$ cat src/core/stop_supervisor_defs.vh
// Register offsets, fields, reset values and timing counts of the stop supervisor
`ifndef STOP_SUPERVISOR_DEFS_VH
`define STOP_SUPERVISOR_DEFS_VH
`define REG_CTRL        8'h00
`define REG_CFG         8'h04
`define REG_MUTE_GLOBAL 8'h08
`define REG_MUTE_FN     8'h0c
`define REG_LIM_SPEED   8'h10
`define REG_MAX_SPEED   8'h14
`define REG_BRAKE_SPEED 8'h18
`define REG_BRAKE_DELAY 8'h1c
`define REG_STOP_TIME   8'h20
`define REG_RAMP0       8'h24
`define REG_RAMP1       8'h28
`define REG_STATUS      8'h2c
`define REG_DIFF_LIMIT  8'h30
// Control bits, written as levels; CTRL_CLEAR drops back to 0 one cycle after its write
`define CTRL_TORQUE_CUT  0
`define CTRL_RAMP_STOP   1
`define CTRL_ESTOP       2
`define CTRL_LIM_SPEED   3
`define CTRL_RESTART_INH 4
`define CTRL_CLEAR       5
// Configuration bits
`define CFG_RAMP_STOP_TYPE 0
`define CFG_ESTOP_IMMED    1
`define CFG_ESTOP_TYPE     2
`define CFG_BRAKE_ORDER_LO 3
`define CFG_BRAKE_ORDER_HI 4
`define CFG_BRAKE_AT_SPEED 5
`define CFG_MAX_GUARD_EN   6
`define CFG_PER_FN_MUTE    7
`define CFG_ENCODER_SRC    8
`define CFG_RESET_VAL      9'h000
// Brake order codes
`define BRAKE_WITH   2'h0
`define BRAKE_BEFORE 2'h1
`define BRAKE_AFTER  2'h2
// Status bits
`define ST_TORQUE_CUT 0
`define ST_BRAKE      1
`define ST_RAMP_STOP  2
`define ST_ESTOP      3
`define ST_MUTED      4
`define ST_FAILSAFE   5
`define ST_STATE_LO   8
// Timing: brake-to-torque lag for brake-before / brake-after, microseconds
`define BRAKE_LAG_US  10
`define CLK_MHZ       20
`endif

$ cat src/core/safety_stop_supervisor.v
// Stop supervisor: torque cut-off, ramped and emergency stops, brake timing, speed trips, mute window
//
// Design decisions made here: the AXI4-Lite register port and the register addresses.
`timescale 1ns/1ps
`include "stop_supervisor_defs.vh"
// Functional notes
// RL1: While the mute window runs, speed limit checks are suspended.
// RL2: Mute applies to estimated speed and to encoder speed alike.
// RL3: One global mute duration by default; per-function duration when selected.
// RL4: Reaction time to a limit hit grows by the mute duration.
// RL5: Torque cut-off opens the drive circuit, motor coasts (category 0).
// RL6: Ramp monitor violation or timed-stop overrun triggers torque cut-off.
// RL7: Internal failure triggers torque cut-off and the brake output.
// RL8: Controlled ramp stop to zero, supervised by time or ramp shape.
// RL9: Emergency stop is immediate cut-off or supervised emergency ramp.
// RL10: Internal faults also start the emergency stop.
// RL11: Brake output coupled to cut-off: before, with, or after it.
// RL12: Ramped stop reaching zero speed asserts cut-off and brake.
// RL13: Limited-speed or max-speed trip launches the emergency stop.
// RL14: Brake and cut-off optionally triggered at a falling speed threshold.
// RL15: With a delay, brake asserts at threshold, cut-off after the delay.
// RL16: Safety controller may scale limited-speed limits down; device applies them.
// RL17: Max-speed guard is a static enable, not a request.
// RL18: Restart inhibit holds torque cut-off asserted.
// RL19: Emergency ramp monitor for emergency stop; general monitor for the rest.
// RL20: Drive speed versus own speed too far apart enters fail-safe; compared only while the estimated speed is the source, not with encoder source.
// RL21: Mute is a counter started at a limit hit, expiry resumes checks.
module safety_stop_supervisor #(
    parameter SPEED_W = 16,
    parameter TIME_W  = 24
) (
    input  wire                clk_sys,
    input  wire                rst_n,
    input  wire [31:0]         s_axi_awaddr,
    input  wire                s_axi_awvalid,
    output reg                 s_axi_awready,
    input  wire [31:0]         s_axi_wdata,
    input  wire [3:0]          s_axi_wstrb,
    input  wire                s_axi_wvalid,
    output reg                 s_axi_wready,
    output reg  [1:0]          s_axi_bresp,
    output reg                 s_axi_bvalid,
    input  wire                s_axi_bready,
    input  wire [31:0]         s_axi_araddr,
    input  wire                s_axi_arvalid,
    output reg                 s_axi_arready,
    output reg  [31:0]         s_axi_rdata,
    output reg  [1:0]          s_axi_rresp,
    output reg                 s_axi_rvalid,
    input  wire                s_axi_rready,
    input  wire [SPEED_W-1:0]  speed_est,
    input  wire [SPEED_W-1:0]  speed_drive,
    input  wire [SPEED_W-1:0]  speed_enc,
    input  wire [7:0]          lim_scale,
    input  wire                internal_fault,
    output reg                 torque_cutoff,
    output reg                 brake_output
);
    localparam [2:0] ST_RUN   = 3'h0;
    localparam [2:0] ST_RAMP  = 3'h1;
    localparam [2:0] ST_BRAKE = 3'h2;
    localparam [2:0] ST_CUT   = 3'h3;
    localparam integer      LAG_CYCLES = `BRAKE_LAG_US * `CLK_MHZ;
    localparam [TIME_W-1:0] BRAKE_LAG  = LAG_CYCLES[TIME_W-1:0];

    // Pin inputs pass two flops
    reg [SPEED_W-1:0] est_s1, est_s2, drv_s1, drv_s2, enc_s1, enc_s2;
    reg [7:0]         scale_s1, scale_s2;
    reg [1:0]         fault_sync;
    always @(posedge clk_sys or negedge rst_n) begin
        if (!rst_n) begin
            est_s1 <= {SPEED_W{1'b0}};
            est_s2 <= {SPEED_W{1'b0}};
            drv_s1 <= {SPEED_W{1'b0}};
            drv_s2 <= {SPEED_W{1'b0}};
            enc_s1 <= {SPEED_W{1'b0}};
            enc_s2 <= {SPEED_W{1'b0}};
            scale_s1 <= 8'hff;
            scale_s2 <= 8'hff;
            fault_sync <= 2'h0;
        end else begin
            est_s1 <= speed_est;
            est_s2 <= est_s1;
            drv_s1 <= speed_drive;
            drv_s2 <= drv_s1;
            enc_s1 <= speed_enc;
            enc_s2 <= enc_s1;
            scale_s1 <= lim_scale;
            scale_s2 <= scale_s1;
            fault_sync <= {fault_sync[0], internal_fault};
        end
    end

    // Registers
    reg [5:0]         ctrl;
    reg [8:0]         cfg;
    reg [TIME_W-1:0]  mute_global, mute_fn, brake_delay, stop_time;
    reg [SPEED_W-1:0] lim_speed, max_speed, brake_speed, ramp0, ramp1, diff_limit;
    reg [2:0]         state;
    reg [TIME_W-1:0]  stop_cnt, brake_cnt, mute_cnt;
    reg [SPEED_W-1:0] ramp_env;
    reg               in_estop, failsafe, muted;

    function [SPEED_W-1:0] absdiff;
        input [SPEED_W-1:0] a;
        input [SPEED_W-1:0] b;
        begin
            absdiff = (a > b) ? a - b : b - a;
        end
    endfunction

    // AXI4-Lite write: address and data in either order
    reg        aw_held, w_held;
    reg [7:0]  aw_addr;
    reg [31:0] w_data;
    // A second write waits until the response has been taken
    wire       wr_go = aw_held && w_held && !s_axi_bvalid;
    always @(posedge clk_sys or negedge rst_n) begin
        if (!rst_n) begin
            s_axi_awready <= 1'b0;
            s_axi_wready <= 1'b0;
            s_axi_bvalid <= 1'b0;
            s_axi_bresp <= 2'h0;
            aw_held <= 1'b0;
            w_held <= 1'b0;
            aw_addr <= 8'h00;
            w_data <= 32'h0000_0000;
            ctrl <= 6'h00;
            cfg <= `CFG_RESET_VAL;
            mute_global <= {TIME_W{1'b0}};
            mute_fn <= {TIME_W{1'b0}};
            brake_delay <= {TIME_W{1'b0}};
            stop_time <= {TIME_W{1'b1}};
            lim_speed <= {SPEED_W{1'b1}};
            max_speed <= {SPEED_W{1'b1}};
            brake_speed <= {SPEED_W{1'b0}};
            ramp0 <= {SPEED_W{1'b0}};
            ramp1 <= {SPEED_W{1'b0}};
            diff_limit <= {SPEED_W{1'b1}};
        end else begin
            s_axi_awready <= !aw_held && !s_axi_awready && s_axi_awvalid;
            s_axi_wready <= !w_held && !s_axi_wready && s_axi_wvalid;
            if (s_axi_awvalid && s_axi_awready) begin
                aw_held <= 1'b1;
                aw_addr <= s_axi_awaddr[7:0];
            end
            if (s_axi_wvalid && s_axi_wready) begin
                w_held <= 1'b1;
                w_data <= s_axi_wdata;
            end
            ctrl[`CTRL_CLEAR] <= 1'b0;
            if (s_axi_bvalid && s_axi_bready)
                s_axi_bvalid <= 1'b0;
            if (wr_go) begin
                aw_held <= 1'b0;
                w_held <= 1'b0;
                s_axi_bvalid <= 1'b1;
                s_axi_bresp <= 2'h0;
                case (aw_addr)
                `REG_CTRL:        ctrl <= w_data[5:0];
                `REG_CFG:         cfg <= w_data[8:0];
                `REG_MUTE_GLOBAL: mute_global <= w_data[TIME_W-1:0];
                `REG_MUTE_FN:     mute_fn <= w_data[TIME_W-1:0];
                `REG_LIM_SPEED:   lim_speed <= w_data[SPEED_W-1:0];
                `REG_MAX_SPEED:   max_speed <= w_data[SPEED_W-1:0];
                `REG_BRAKE_SPEED: brake_speed <= w_data[SPEED_W-1:0];
                `REG_BRAKE_DELAY: brake_delay <= w_data[TIME_W-1:0];
                `REG_STOP_TIME:   stop_time <= w_data[TIME_W-1:0];
                `REG_RAMP0:       ramp0 <= w_data[SPEED_W-1:0];
                `REG_RAMP1:       ramp1 <= w_data[SPEED_W-1:0];
                `REG_DIFF_LIMIT:  diff_limit <= w_data[SPEED_W-1:0];
                default:          s_axi_bresp <= 2'h2;
                endcase
            end
        end
    end

    // Speed source and limits
    wire [SPEED_W-1:0] speed = cfg[`CFG_ENCODER_SRC] ? enc_s2 : est_s2; // see RL2
    // Scale 255 leaves the limit just under its full value
    wire [SPEED_W+7:0] scaled_full = lim_speed * scale_s2;
    wire [SPEED_W-1:0] lim_eff = scaled_full[SPEED_W+7:8]; // see RL16
    wire lim_hit = ctrl[`CTRL_LIM_SPEED] && (speed >= lim_eff); // see RL13
    wire max_hit = cfg[`CFG_MAX_GUARD_EN] && (speed >= max_speed); // see RL17
    wire raw_hit = lim_hit || max_hit;
    // Per-function duration replaces the global one, it never adds
    wire [TIME_W-1:0] mute_len = cfg[`CFG_PER_FN_MUTE] ? mute_fn : mute_global; // see RL3
    // Mute counter starts at first hit; a persisting hit trips after it expires
    wire mute_done = muted && (mute_cnt == {TIME_W{1'b0}});
    wire speed_trip = raw_hit && (mute_len == {TIME_W{1'b0}} || mute_done); // see RL4
    wire mismatch = !cfg[`CFG_ENCODER_SRC] && (absdiff(est_s2, drv_s2) > diff_limit); // see RL20
    wire fault = fault_sync[1] || failsafe; // see RL7
    wire estop_req = ctrl[`CTRL_ESTOP] || fault || speed_trip; // see RL10
    wire ramp_req = ctrl[`CTRL_RAMP_STOP];
    wire immed_cut = ctrl[`CTRL_TORQUE_CUT] || ctrl[`CTRL_RESTART_INH] || fault
                     || (estop_req && cfg[`CFG_ESTOP_IMMED]); // see RL5 see RL9 see RL18
    wire ramp_type = in_estop ? cfg[`CFG_ESTOP_TYPE] : cfg[`CFG_RAMP_STOP_TYPE]; // see RL8
    wire [SPEED_W-1:0] ramp_rate = in_estop ? ramp0 : ramp1; // see RL19
    wire ramp_bad = ramp_type ? (speed > ramp_env) : (stop_cnt >= stop_time); // see RL6
    wire [1:0] border = cfg[`CFG_BRAKE_ORDER_HI:`CFG_BRAKE_ORDER_LO];
    wire at_thresh = cfg[`CFG_BRAKE_AT_SPEED] ? (speed <= brake_speed) : (speed == {SPEED_W{1'b0}});

    // Mute window counter
    always @(posedge clk_sys or negedge rst_n) begin
        if (!rst_n) begin
            muted <= 1'b0;
            mute_cnt <= {TIME_W{1'b0}};
            failsafe <= 1'b0;
        end else begin
            // Set wins over a clear in the same cycle
            // A latched fail-safe needs a clear of its own before the cut state is left
            if (mismatch)
                failsafe <= 1'b1;
            else if (ctrl[`CTRL_CLEAR] && !fault_sync[1])
                failsafe <= 1'b0;
            if (!raw_hit) begin
                muted <= 1'b0; // see RL21
            end else if (!muted && mute_len != {TIME_W{1'b0}}) begin
                muted <= 1'b1; // see RL1 see RL21
                mute_cnt <= mute_len - 1'b1;
            end else if (muted && mute_cnt != {TIME_W{1'b0}}) begin
                mute_cnt <= mute_cnt - 1'b1;
            end
        end
    end

    // Stop sequencer
    always @(posedge clk_sys or negedge rst_n) begin
        if (!rst_n) begin
            state <= ST_RUN;
            in_estop <= 1'b0;
            stop_cnt <= {TIME_W{1'b0}};
            brake_cnt <= {TIME_W{1'b0}};
            ramp_env <= {SPEED_W{1'b0}};
            torque_cutoff <= 1'b0;
            brake_output <= 1'b0;
        end else begin
            case (state)
            ST_RUN: begin
                brake_output <= 1'b0;
                torque_cutoff <= 1'b0;
                // Counter acts one edge after reaching zero, so load one less
                brake_cnt <= BRAKE_LAG - 1'b1;
                if (immed_cut) begin
                    // Fault path follows the brake order as well
                    state <= ST_CUT; // see RL11
                    in_estop <= estop_req; // see RL10
                    torque_cutoff <= (border != `BRAKE_BEFORE);
                    brake_output <= (border != `BRAKE_AFTER);
                end else if (estop_req || ramp_req) begin
                    state <= ST_RAMP; // see RL13
                    in_estop <= estop_req;
                    stop_cnt <= {TIME_W{1'b0}};
                    ramp_env <= speed;
                end
            end
            ST_RAMP: begin
                if (estop_req)
                    in_estop <= 1'b1;
                stop_cnt <= stop_cnt + 1'b1;
                ramp_env <= (ramp_env > ramp_rate) ? ramp_env - ramp_rate : {SPEED_W{1'b0}};
                brake_cnt <= brake_delay;
                if (immed_cut || ramp_bad) begin
                    state <= ST_CUT; // see RL6
                    torque_cutoff <= 1'b1;
                    brake_output <= 1'b1;
                end else if (at_thresh) begin
                    brake_output <= 1'b1; // see RL12 see RL14
                    if (brake_delay == {TIME_W{1'b0}}) begin
                        torque_cutoff <= 1'b1;
                        state <= ST_CUT;
                    end else begin
                        state <= ST_BRAKE; // see RL15
                    end
                end
            end
            ST_BRAKE: begin
                brake_cnt <= brake_cnt - 1'b1;
                if (brake_cnt <= {{(TIME_W-1){1'b0}}, 1'b1} || immed_cut) begin
                    torque_cutoff <= 1'b1; // see RL15
                    state <= ST_CUT;
                end
            end
            ST_CUT: begin
                // Lagging output follows after the fixed lag
                if (brake_cnt != {TIME_W{1'b0}})
                    brake_cnt <= brake_cnt - 1'b1;
                else begin
                    torque_cutoff <= 1'b1;
                    brake_output <= 1'b1; // see RL11
                end
                // Leaves only on explicit clear with no request pending
                if (ctrl[`CTRL_CLEAR] && !immed_cut && !estop_req && !ramp_req && !raw_hit) begin
                    state <= ST_RUN;
                    in_estop <= 1'b0;
                end
            end
            default: state <= ST_RUN;
            endcase
        end
    end

    // AXI4-Lite read, one cycle after address accepted
    reg [31:0] rd_mux;
    always @* begin
        case (s_axi_araddr[7:0])
        `REG_CTRL:        rd_mux = {26'h0, ctrl};
        `REG_CFG:         rd_mux = {23'h0, cfg};
        `REG_MUTE_GLOBAL: rd_mux = {{(32-TIME_W){1'b0}}, mute_global};
        `REG_MUTE_FN:     rd_mux = {{(32-TIME_W){1'b0}}, mute_fn};
        `REG_LIM_SPEED:   rd_mux = {{(32-SPEED_W){1'b0}}, lim_speed};
        `REG_MAX_SPEED:   rd_mux = {{(32-SPEED_W){1'b0}}, max_speed};
        `REG_BRAKE_SPEED: rd_mux = {{(32-SPEED_W){1'b0}}, brake_speed};
        `REG_BRAKE_DELAY: rd_mux = {{(32-TIME_W){1'b0}}, brake_delay};
        `REG_STOP_TIME:   rd_mux = {{(32-TIME_W){1'b0}}, stop_time};
        `REG_RAMP0:       rd_mux = {{(32-SPEED_W){1'b0}}, ramp0};
        `REG_RAMP1:       rd_mux = {{(32-SPEED_W){1'b0}}, ramp1};
        `REG_DIFF_LIMIT:  rd_mux = {{(32-SPEED_W){1'b0}}, diff_limit};
        `REG_STATUS:      rd_mux = {21'h0, state, 2'h0, failsafe, muted, in_estop,
                                    (state != ST_RUN), brake_output, torque_cutoff};
        default:          rd_mux = 32'h0000_0000;
        endcase
    end
    // Status is taken at address acceptance, not at data return
    wire rd_ok = (s_axi_araddr[7:0] <= `REG_DIFF_LIMIT) && (s_axi_araddr[1:0] == 2'h0);
    always @(posedge clk_sys or negedge rst_n) begin
        if (!rst_n) begin
            s_axi_arready <= 1'b0;
            s_axi_rvalid <= 1'b0;
            s_axi_rdata <= 32'h0000_0000;
            s_axi_rresp <= 2'h0;
        end else begin
            s_axi_arready <= s_axi_arvalid && !s_axi_arready && !s_axi_rvalid;
            if (s_axi_arvalid && s_axi_arready) begin
                s_axi_rvalid <= 1'b1;
                s_axi_rdata <= rd_mux;
                s_axi_rresp <= rd_ok ? 2'h0 : 2'h2;
            end else if (s_axi_rvalid && s_axi_rready) begin
                s_axi_rvalid <= 1'b0;
            end
        end
    end
endmodule

$ cat config.mk
export PLATFORM = sky130hd
export DESIGN_NAME = safety_stop_supervisor
export DESIGN_NICKNAME = d
export VERILOG_FILES = /design/src/core/safety_stop_supervisor.v
export VERILOG_INCLUDE_DIRS = /design/src /design/src/core
export SDC_FILE = /design/constraint.sdc
export NUM_CORES = 1
export LEC_CHECK = 0
export ABC_AREA = 1
export BUFFER_PORTS_ARGS = -buffer_cell sky130_fd_sc_hd__buf_4
export CAP_MARGIN = 20
export CELL_PAD_IN_SITES_DETAIL_PLACEMENT = 1
export CELL_PAD_IN_SITES_GLOBAL_PLACEMENT = 1
export CORE_MARGIN = 2
export CORE_UTILIZATION = 46
export DETAILED_ROUTE_END_ITERATION = 6
export GPL_ROUTABILITY_DRIVEN = 0
export MAX_ROUTING_LAYER = met4
export PLACE_DENSITY_LB_ADDON = 0.1
export SLEW_MARGIN = 20
export SYNTH_ARGS = -nofsm -noshare
export SYNTH_HDL_FRONTEND = slang
export SYNTH_SLANG_ARGS = --single-unit
$ cat constraint.sdc
create_clock -name clk_sys -period 7.6 [get_ports clk_sys]
set_clock_uncertainty 0.1 [all_clocks]
set_input_delay 1.52 -clock clk_sys [delete_from_list [all_inputs] [get_ports clk_sys]]
set_output_delay 1.52 -clock clk_sys [all_outputs]
set_load 0.05 [all_outputs]
Word-level counts from Yosys, hierarchy flattened
Cells that the tools add are included.
- register bits: 492
- input bits: 164
- logic and storage cells: 253
- $add $sub $neg: 7
- $mul: 1
- order comparisons: 10
- equal/unequal tests: 39
- multiplexer cells: 59
- reductions and logical operators: 93
- operator list (operator ; number):
    $pmux W24 S13 ; 1
    $mux W24 ; 6
    $mux W16 ; 6
    $pmux W24 S4 ; 1
    $eq A8 B6 Y1 const B ; 9
    $logic_not A24 Y1 ; 3
    $reduce_bool A24 Y1 ; 3
    $sub A24 B1 Y24 const B ; 3
    $eq A8 B5 Y1 const B ; 8
    $gt A16 B16 Y1 ; 4
    $pmux W24 S2 ; 1
    $sub A16 B16 Y16 ; 3
    $eq A8 B4 Y1 const B ; 4
    $ge A16 B16 Y1 ; 2
    $pmux W16 S2 ; 1
    $mux W1 ; 29
    $reduce_and A2 Y1 ; 14
    $logic_and A1 B1 Y1 ; 27
    $add A24 B1 Y24 const B ; 1
    $ge A24 B24 Y1 ; 1
    $le A24 B1 Y1 const B ; 1
    $mul A16 B8 Y24 ; 1
    $mux W3 ; 6
    $eq A8 B3 Y1 const B ; 2
    25 further kinds ; 72

Longest topological paths before layout
Gate-level depths: netlist of the first run.
- depth in word-level cells: 15
- gate-level depth with buffers: 43
- depth with buffers taken out: 39

Least setup slack after synthesis of the first run
Ideal clock, no wire load.
- kind: register -> register
- start: reg scale_s2[2]
- end: reg stop_cnt[2]
- arrival: 6237 ps
- data required time: 7377 ps
- path slack: 1140 ps
- cell stages (with the launch flop): 38
- buffers on the path: 4
- clock period less this slack: 6460 ps
- path through: dfstp_2 -> clkbuf_1 -> clkbuf_1 -> nand2_1 -> fa_1 -> fa_1 -> inv_1 -> fa_1 -> inv_1 -> fa_1 -> inv_1 -> ha_1 -> nand2_1 -> nor2_1 -> a211oi_1 -> o21ai_0 -> nand2_1 -> nand2_1 -> [2 not listed] -> xor2_1 -> ha_1 -> a21oi_1 -> o21ai_0 -> a21oi_1 -> nand2_1 -> nand2_1 -> nand2_1 -> nand2_1 -> nand2_2 -> nor2_1 -> o21ai_2 -> nand2_2 -> inv_2 -> buf_6 -> buf_4 -> nand2_1 -> o21ai_1
- longest elaborated chain between the ends: 10
- ends and longest elaborated chain (what ; RTL line ; RTL):
    start, declared ; safety_stop_supervisor.v:68 ; reg [7:0] scale_s1, scale_s2;
    start signal, assigned ; safety_stop_supervisor.v:89 ; scale_s2 <= scale_s1;
    $mul A16 B8 Y24 * ; safety_stop_supervisor.v:181 ; wire [SPEED_W+7:0] scaled_full = lim_speed * scale_s2;
    $ge A16 B16 Y1 * ; safety_stop_supervisor.v:183 ; wire lim_hit = ctrl[`CTRL_LIM_SPEED] && (speed >= lim_eff);
    $logic_and A1 B1 Y1 * ; safety_stop_supervisor.v:183 ;
    $logic_or A1 B1 Y1 * ; safety_stop_supervisor.v:185 ; wire raw_hit = lim_hit || max_hit;
    $logic_and A1 B1 Y1 * ; safety_stop_supervisor.v:190 ; wire speed_trip = raw_hit && (mute_len == {TIME_W{1'b0}} || mute_done);
    $logic_or A1 B1 Y1 * ; safety_stop_supervisor.v:193 ; wire estop_req = ctrl[`CTRL_ESTOP] || fault || speed_trip;
    $logic_and A1 B1 Y1 ; safety_stop_supervisor.v:196 ; || (estop_req && cfg[`CFG_ESTOP_IMMED]);
    $logic_or A1 B1 Y1 ; safety_stop_supervisor.v:195 ; wire immed_cut = ctrl[`CTRL_TORQUE_CUT] || ctrl[`CTRL_RESTART_INH] || fault
    $ne A2 B2 Y1 (no source line) ; -- ;
    $reduce_and A3 Y1 (no source line) * ; -- ;
    end signal, assigned ; safety_stop_supervisor.v:232 ; stop_cnt <= {TIME_W{1'b0}};
    end signal, assigned ; safety_stop_supervisor.v:253 ; stop_cnt <= {TIME_W{1'b0}};
    end signal, assigned ; safety_stop_supervisor.v:260 ; stop_cnt <= stop_cnt + 1'b1;
    end, declared ; safety_stop_supervisor.v:100 ; reg [TIME_W-1:0] stop_cnt, brake_cnt, mute_cnt;
Every way passes the cells marked *; elsewhere a longest branch is shown, timed or not.
A chain may end at the register's enable or synchronous reset.

Worst setup path in the final report of the first run
- start: reg scale_s2[3]
- end: reg stop_cnt[5]
The elaborated chain is that of the path after synthesis.

==> out/qor.yml, run 1 <==
io_pins: 207
period_minus_slack_ns: 7.17
start_kind: "flip-flop"
synthFlopType: "dfrtp_1"
fin_cells: 4970
drc: 0
wl_per_cell_um: 21.1
hp-start: "enc_s1[14]"
tightest_slew_ns: 1.05
rows: 94
grt_first_pass_wirelength_um: 162000
synth-seq-cells: 481
ff_latch_area_mm2: 0.0122
finalHoldViolCount: 0
power.total_mw: 15.7
hp-class: "flip-flop to flip-flop"
cts_buffer_depth: 3
cpMostUsedCell: "nand2_1"
p_int_mw: 7.74
seq_area_frac_synth: 0.395
timing.final.crit_share: 0.944
avgViaCountPerCell: 5.55
syn2layout_area_growth_pct: 12.3
dieArea_mm2: 0.0689
root_buffer: "clkbuf_16"
setup_tns_ns: 0
swShare: 0.508
setup_violations: 0
drtIter0Drc: 1949
pwr-share-seq: 0.244
chipHeight_um: 262
cap_violations: 0
cts.sinks: 481
core-area_mm2: 0.0660
detail-route-antenna-nets: 0
drive_above_1_share: 0.0970
powerDensity_mw_per_mm2: 456
status: "complete, no violations"
fin_nets: 4503
slowest_delay_ns: 0.74
ir_worst_vdd_v: 0.000463
numPortBuffers: 136
routed_wl_um: 105000
cp-startpoint: "scale_s2[3]"
combPwrFrac: 0.575
ys_warn_count: 0
syn_area_per_cell_um2: 7.76
cp_slowest_cell: "dfstp_4"
die_w_um: 262
nFillCells: 8141
p_switching_mw: 7.99
numCtsBuffers: 56
multi_input_area_mm2: 0.0156
grt_pass1_vias: 28161
syn_inst: 3963
placed_cell_area_mm2: 0.0325
cts_tree: "yes"
yosysUniqueCellTypes: 57
synthArstFlopShare: 1.00
syn_area_mm2: 0.0307
place_inst: 4855
drt_first_pass_iters: 6
crit_required_ns: 8.01
holdWs_ns: 0.240
relSlewSlack: 0.296
clk_latency_ns: 0.65
vias: 27572
grt_max_degree: 111
cp.arrival_ns: 7.59
crit_type: "flip-flop to flip-flop"
grt-ovfl-total: 0
clk_pin_slew_ns: 0.06
cp_max_fo: 28
antenna_found_initial: 6
track_usage: 0.312
hpwl_um: 78400
final_max_slew_viol_count: 0
htree_levels: 2
initial_core_util: 0.466
share_clk_of_total_power: 0.181
cp-end-kind: "flip-flop"
final_area_mm2: 0.0345
fmax_ghz: 0.139
worstReg2RegStart: "scale_s2[3]"
power.leakage_nw: 17.2
synth_edf_count: 0
-- power groups by stage --
stage | sequential [mW] | clock, mW | combinational (mW)
global route | 3.91 | 2.99 | 10.2
detailed placement | 3.86 | 0 | 8.94
global placement | 3.83 | 0 | 8.69
CTS | 3.83 | 2.90 | 9.01
finish | 3.84 | 2.85 | 9.04
floorplan | 3.61 | 0 | 6.62
-- final timing paths --
check                            endpoint  slack [ns]  cells after the start
min reg2reg                    enc_s2[14]        0.24                      0
min                            enc_s2[14]        0.24                      0
max in group asynchronous  s_axi_rdata[1]        5.15                      2
max reg2reg                   stop_cnt[5]        0.43                     34
max                           stop_cnt[5]        0.43                     34
min in group asynchronous    ramp_env[14]        0.75                      1
-- state kept, by name (all words and copies together), names as in the netlist, 16 cells and up --
signal       flops
w_data          24
drv_s1          16
lim_speed       16
mute_fn         24
enc_s2          16
brake_delay     24
mute_cnt        24
ramp0           16
stop_cnt        24
stop_time       24
diff_limit      16
max_speed       16
drv_s2          16
brake_cnt       24
ramp_env        16
s_axi_rdata     24
est_s2          16
est_s1          16
enc_s1          16
ramp1           16
mute_global     24
brake_speed     16
-- kinds of logic (layout without fill, tap and decap cells) --
group	after synthesis	after routing	share of synthesized area
simple gates	1618	1618	0.215
buf+inv	765	894	0.0976
compound gates	743	743	0.135
flops	481	481	0.395
fa+ha+maj	286	286	0.137
xor+xnor	69	69	0.0197
other cells	1	15	0.000122
-- synth_stat cells, types with 30 or more instances --
master,count,area share
nand2_1,1115,0.14
inv_1,597,0.073
dfrtp_1,393,0.32
o21ai_0,387,0.063
nor2_1,228,0.028
ha_1,200,0.081
a21oi_1,141,0.023
nand3_1,127,0.021
clkbuf_1,126,0.015
dfstp_2,88,0.075
fa_1,86,0.056
o22ai_1,55,0.011
nor3_1,42,0.0068
xor2_1,42,0.012
nand4_1,38,0.0077
a221oi_1,30,0.0085
o21ai_1,30,0.0049
-- worst max-delay path, delay by kind of cell (launching register included) --
family,cells,cell delay [ns]
fa+ha+maj,6,2.61
simple gates,14,1.52
compound gates,8,1.16
flops,1,0.74
buf+inv,5,0.60
xor+xnor,1,0.24
-- final cells by class --
cell class                 instances  share of cell area
antenna                            5            0.000363
clock buffer                      85              0.0464
clock inverter                    21             0.00888
inverter                         604              0.0658
multi-input combinational       2726               0.453
sequential                       481               0.352
tap                              864              0.0313
timing repair buffer             184              0.0418
-- per-layer routing --
layer | up-vias | wire, um | track usage
met5 | - | 0 | -
met4 | 0 | 3660 | 0.104
met3 | 186 | 5980 | 0.0379
met2 | 816 | 48400 | 0.491
met1 | 13690 | 46900 | 0.419
li1 | 12880 | - | -
-- cell usage in the layout (no fill, tap or decap), drive strengths merged, types with 5 or more instances in the layout --
cell / instances
inv: 603
conb: 10
a211oi: 6
diode: 5
dfstp: 88
a31oi: 21
clkinv: 12
a21oi: 141
o21bai: 11
fa: 86
a221oi: 30
xnor2: 27
o22ai: 55
nor2: 238
o221ai: 5
o21ai: 418
xor2: 42
nor4: 21
nand2: 1125
bufinv: 6
a22oi: 6
nor3: 42
buf: 183
ha: 200
a21o: 11
o32ai: 5
o211ai: 5
nand4: 38
nand3b: 12
dfrtp: 393
clkbuf: 86
o2111ai: 8
or2: 11
o21a: 10
nand3: 128
-- what timing repair did --
item                                   4_1_cts  5_1_grt
setup endpoints to repair                    0       39
endpoints found under the hold margin        0        0
gates resized for setup                      0        6
buffers inserted                             0        3
hold buffers                                 0        0
-- metrics by stage --
stage                      util  worst slack, ns
after floorplan               -             1.14
after global placement    0.493            0.425
after detailed placement  0.493            0.285
after CTS                 0.522            0.257
after global routing      0.523         -0.00234
final                     0.523            0.426
Power figures use the tool's default switching activity.
==> run 2, diff against run 1 <==
Clock period 7.6 ns to 7.05 ns, I/O delays scaled along.
==> run 2 against run 1 <==
Sequential share of layout area decreased by 0.52 points. Utilization increased by 0.70 points. Cell area increased by 1.3%. Via count about the same. Critical endpoint is now ramp_env[1]. Largest cell class unchanged. Largest power group unchanged.
==> out/qor.yml, run 2 (synthesis results as in run 1) <==
status: "complete, no violations"
p_int_mw: 8.55
io_pins: 207
drt_first_pass_iters: 6
start_kind: "flip-flop"
crit_type: "flip-flop to flip-flop"
drtIter0Drc: 2069
place_ws_ns: 0.0927
combPwrFrac: 0.583
drive_above_1_share: 0.108
rows: 94
place_inst: 4868
grt_pass1_vias: 28256
finalHoldViolCount: 0
holdWs_ns: 0.240
cp-end-kind: "flip-flop"
die_w_um: 262
power.leakage_nw: 17.4
cp_max_fo: 8
initial_core_util: 0.466
hpwl_um: 77900
fmax_ghz: 0.149
holdPathStages: 0
root_buffer: "clkbuf_16"
worstRegToRegCells: 36
slowest_delay_ns: 0.59
numCtsBuffers: 55
ir_worst_vdd_v: 0.000715
cts_tree: "yes"
drc: 0
fin_nets: 4534
track_usage: 0.311
grt_first_pass_wirelength_um: 163000
clk_latency_ns: 0.63
cp_slowest_cell: "dfstp_2"
period_minus_slack_ns: 6.71
antenna_found_initial: 1
final_common_cell: "nand2_1"
cap_violations: 0
routed_wl_um: 105000
numPortBuffers: 136
cpMostUsedCell: "nand2_1"
htree_levels: 2
cp_num_cells: 36
grt-ovfl-total: 0
swShare: 0.506
placed_cell_area_mm2: 0.0326
p_switching_mw: 8.74
setup_violations: 0
tightest_slew_ns: 1.03
nFillCells: 8132
detail-route-antenna-nets: 0
cts_hold_buf: 0
cpLargestDelayFamily: "adder cells"
relSlewSlack: 0.316
vias: 27563
crit_required_ns: 7.50
final_cell_mix: "1,113 x nand2_1, 597 x inv_1, 393 x dfrtp_1"
avgViaCountPerCell: 5.52
setup_ws_ns: 0.336
cp.arrival_ns: 7.17
chipHeight_um: 262
wl_per_cell_um: 21.0
cts.sinks: 481
final_area_mm2: 0.0350
pwr-share-seq: 0.237
dieArea_mm2: 0.0689
share_clk_of_total_power: 0.180
cts_buffer_depth: 3
core-area_mm2: 0.0660
crit_buf_inv: 6
hp-class: "flip-flop to flip-flop"
timing.final.crit_share: 0.952
syn2layout_area_growth_pct: 13.8
final_max_slew_viol_count: 0
powerDensity_mw_per_mm2: 494
fin_cells: 4997
grt_max_degree: 137
clk_pin_slew_ns: 0.06
## run 2: path summary, 6_finish.rpt
path,from,slack (ns),to
worst min-delay path,drv_s1[11],0.24,drv_s2[11]
min in group asynchronous,rst_n,0.71,brake_speed[8]
worst max-delay path,scale_s2[3],0.34,ramp_env[1]
worst max register to register,scale_s2[3],0.34,ramp_env[1]
max in group asynchronous,rst_n,4.77,w_held
worst min register to register,drv_s1[11],0.24,drv_s2[11]
## run 2: cell type report
cell class / count / area (um^2) / share of cell area
Antenna cell: 2 / 5.00 / 0.000143
Clock buffer: 80 / 1600 / 0.0458
Clock inverter: 24 / 358 / 0.0102
Inverter: 604 / 2280 / 0.0653
Multi-Input combinational cell: 2726 / 15700 / 0.449
Sequential cell: 481 / 12100 / 0.347
Tap cell: 864 / 1080 / 0.0309
Timing Repair Buffer: 216 / 1800 / 0.0513
## run 2: repair_timing
item	4_1_cts	5_1_grt
setup buffers	0	20
setup endpoints to repair	0	66
gates resized for setup	0	28
## run 2: per-layer routing
layer | up-vias | track usage | wire (um)
met5 | - | - | 0
met1 | 13760 | 0.423 | 47500
li1 | 12936 | - | -
met2 | 708 | 0.496 | 49000
met3 | 159 | 0.0327 | 5270
met4 | 0 | 0.0890 | 3190
## run 2: power by group through the flow
| stage | logic, mW | registers (mW) | clock network [mW] |
|---|---|---|---|
| 6_report | 10.1 | 4.10 | 3.11 |
| 3_5_place_dp | 9.67 | 4.15 | 0 |
| 5_1_grt | 11.3 | 4.18 | 3.27 |
| 3_3_place_gp | 9.40 | 4.11 | 0 |
| 2_1_floorplan | 7.13 | 3.90 | 0 |
| 4_1_cts | 9.78 | 4.11 | 3.16 |
## run 2: stage by stage
stage	total power [mW]	utilization	setup TNS (ns)
4_1_cts	17.1	0.524	0
3_5_place_dp	13.8	0.495	0
2_1_floorplan	11.0	-	0
3_3_place_gp	13.5	0.495	0
5_1_grt	18.8	0.530	-0.724
6_report	17.3	0.530	0
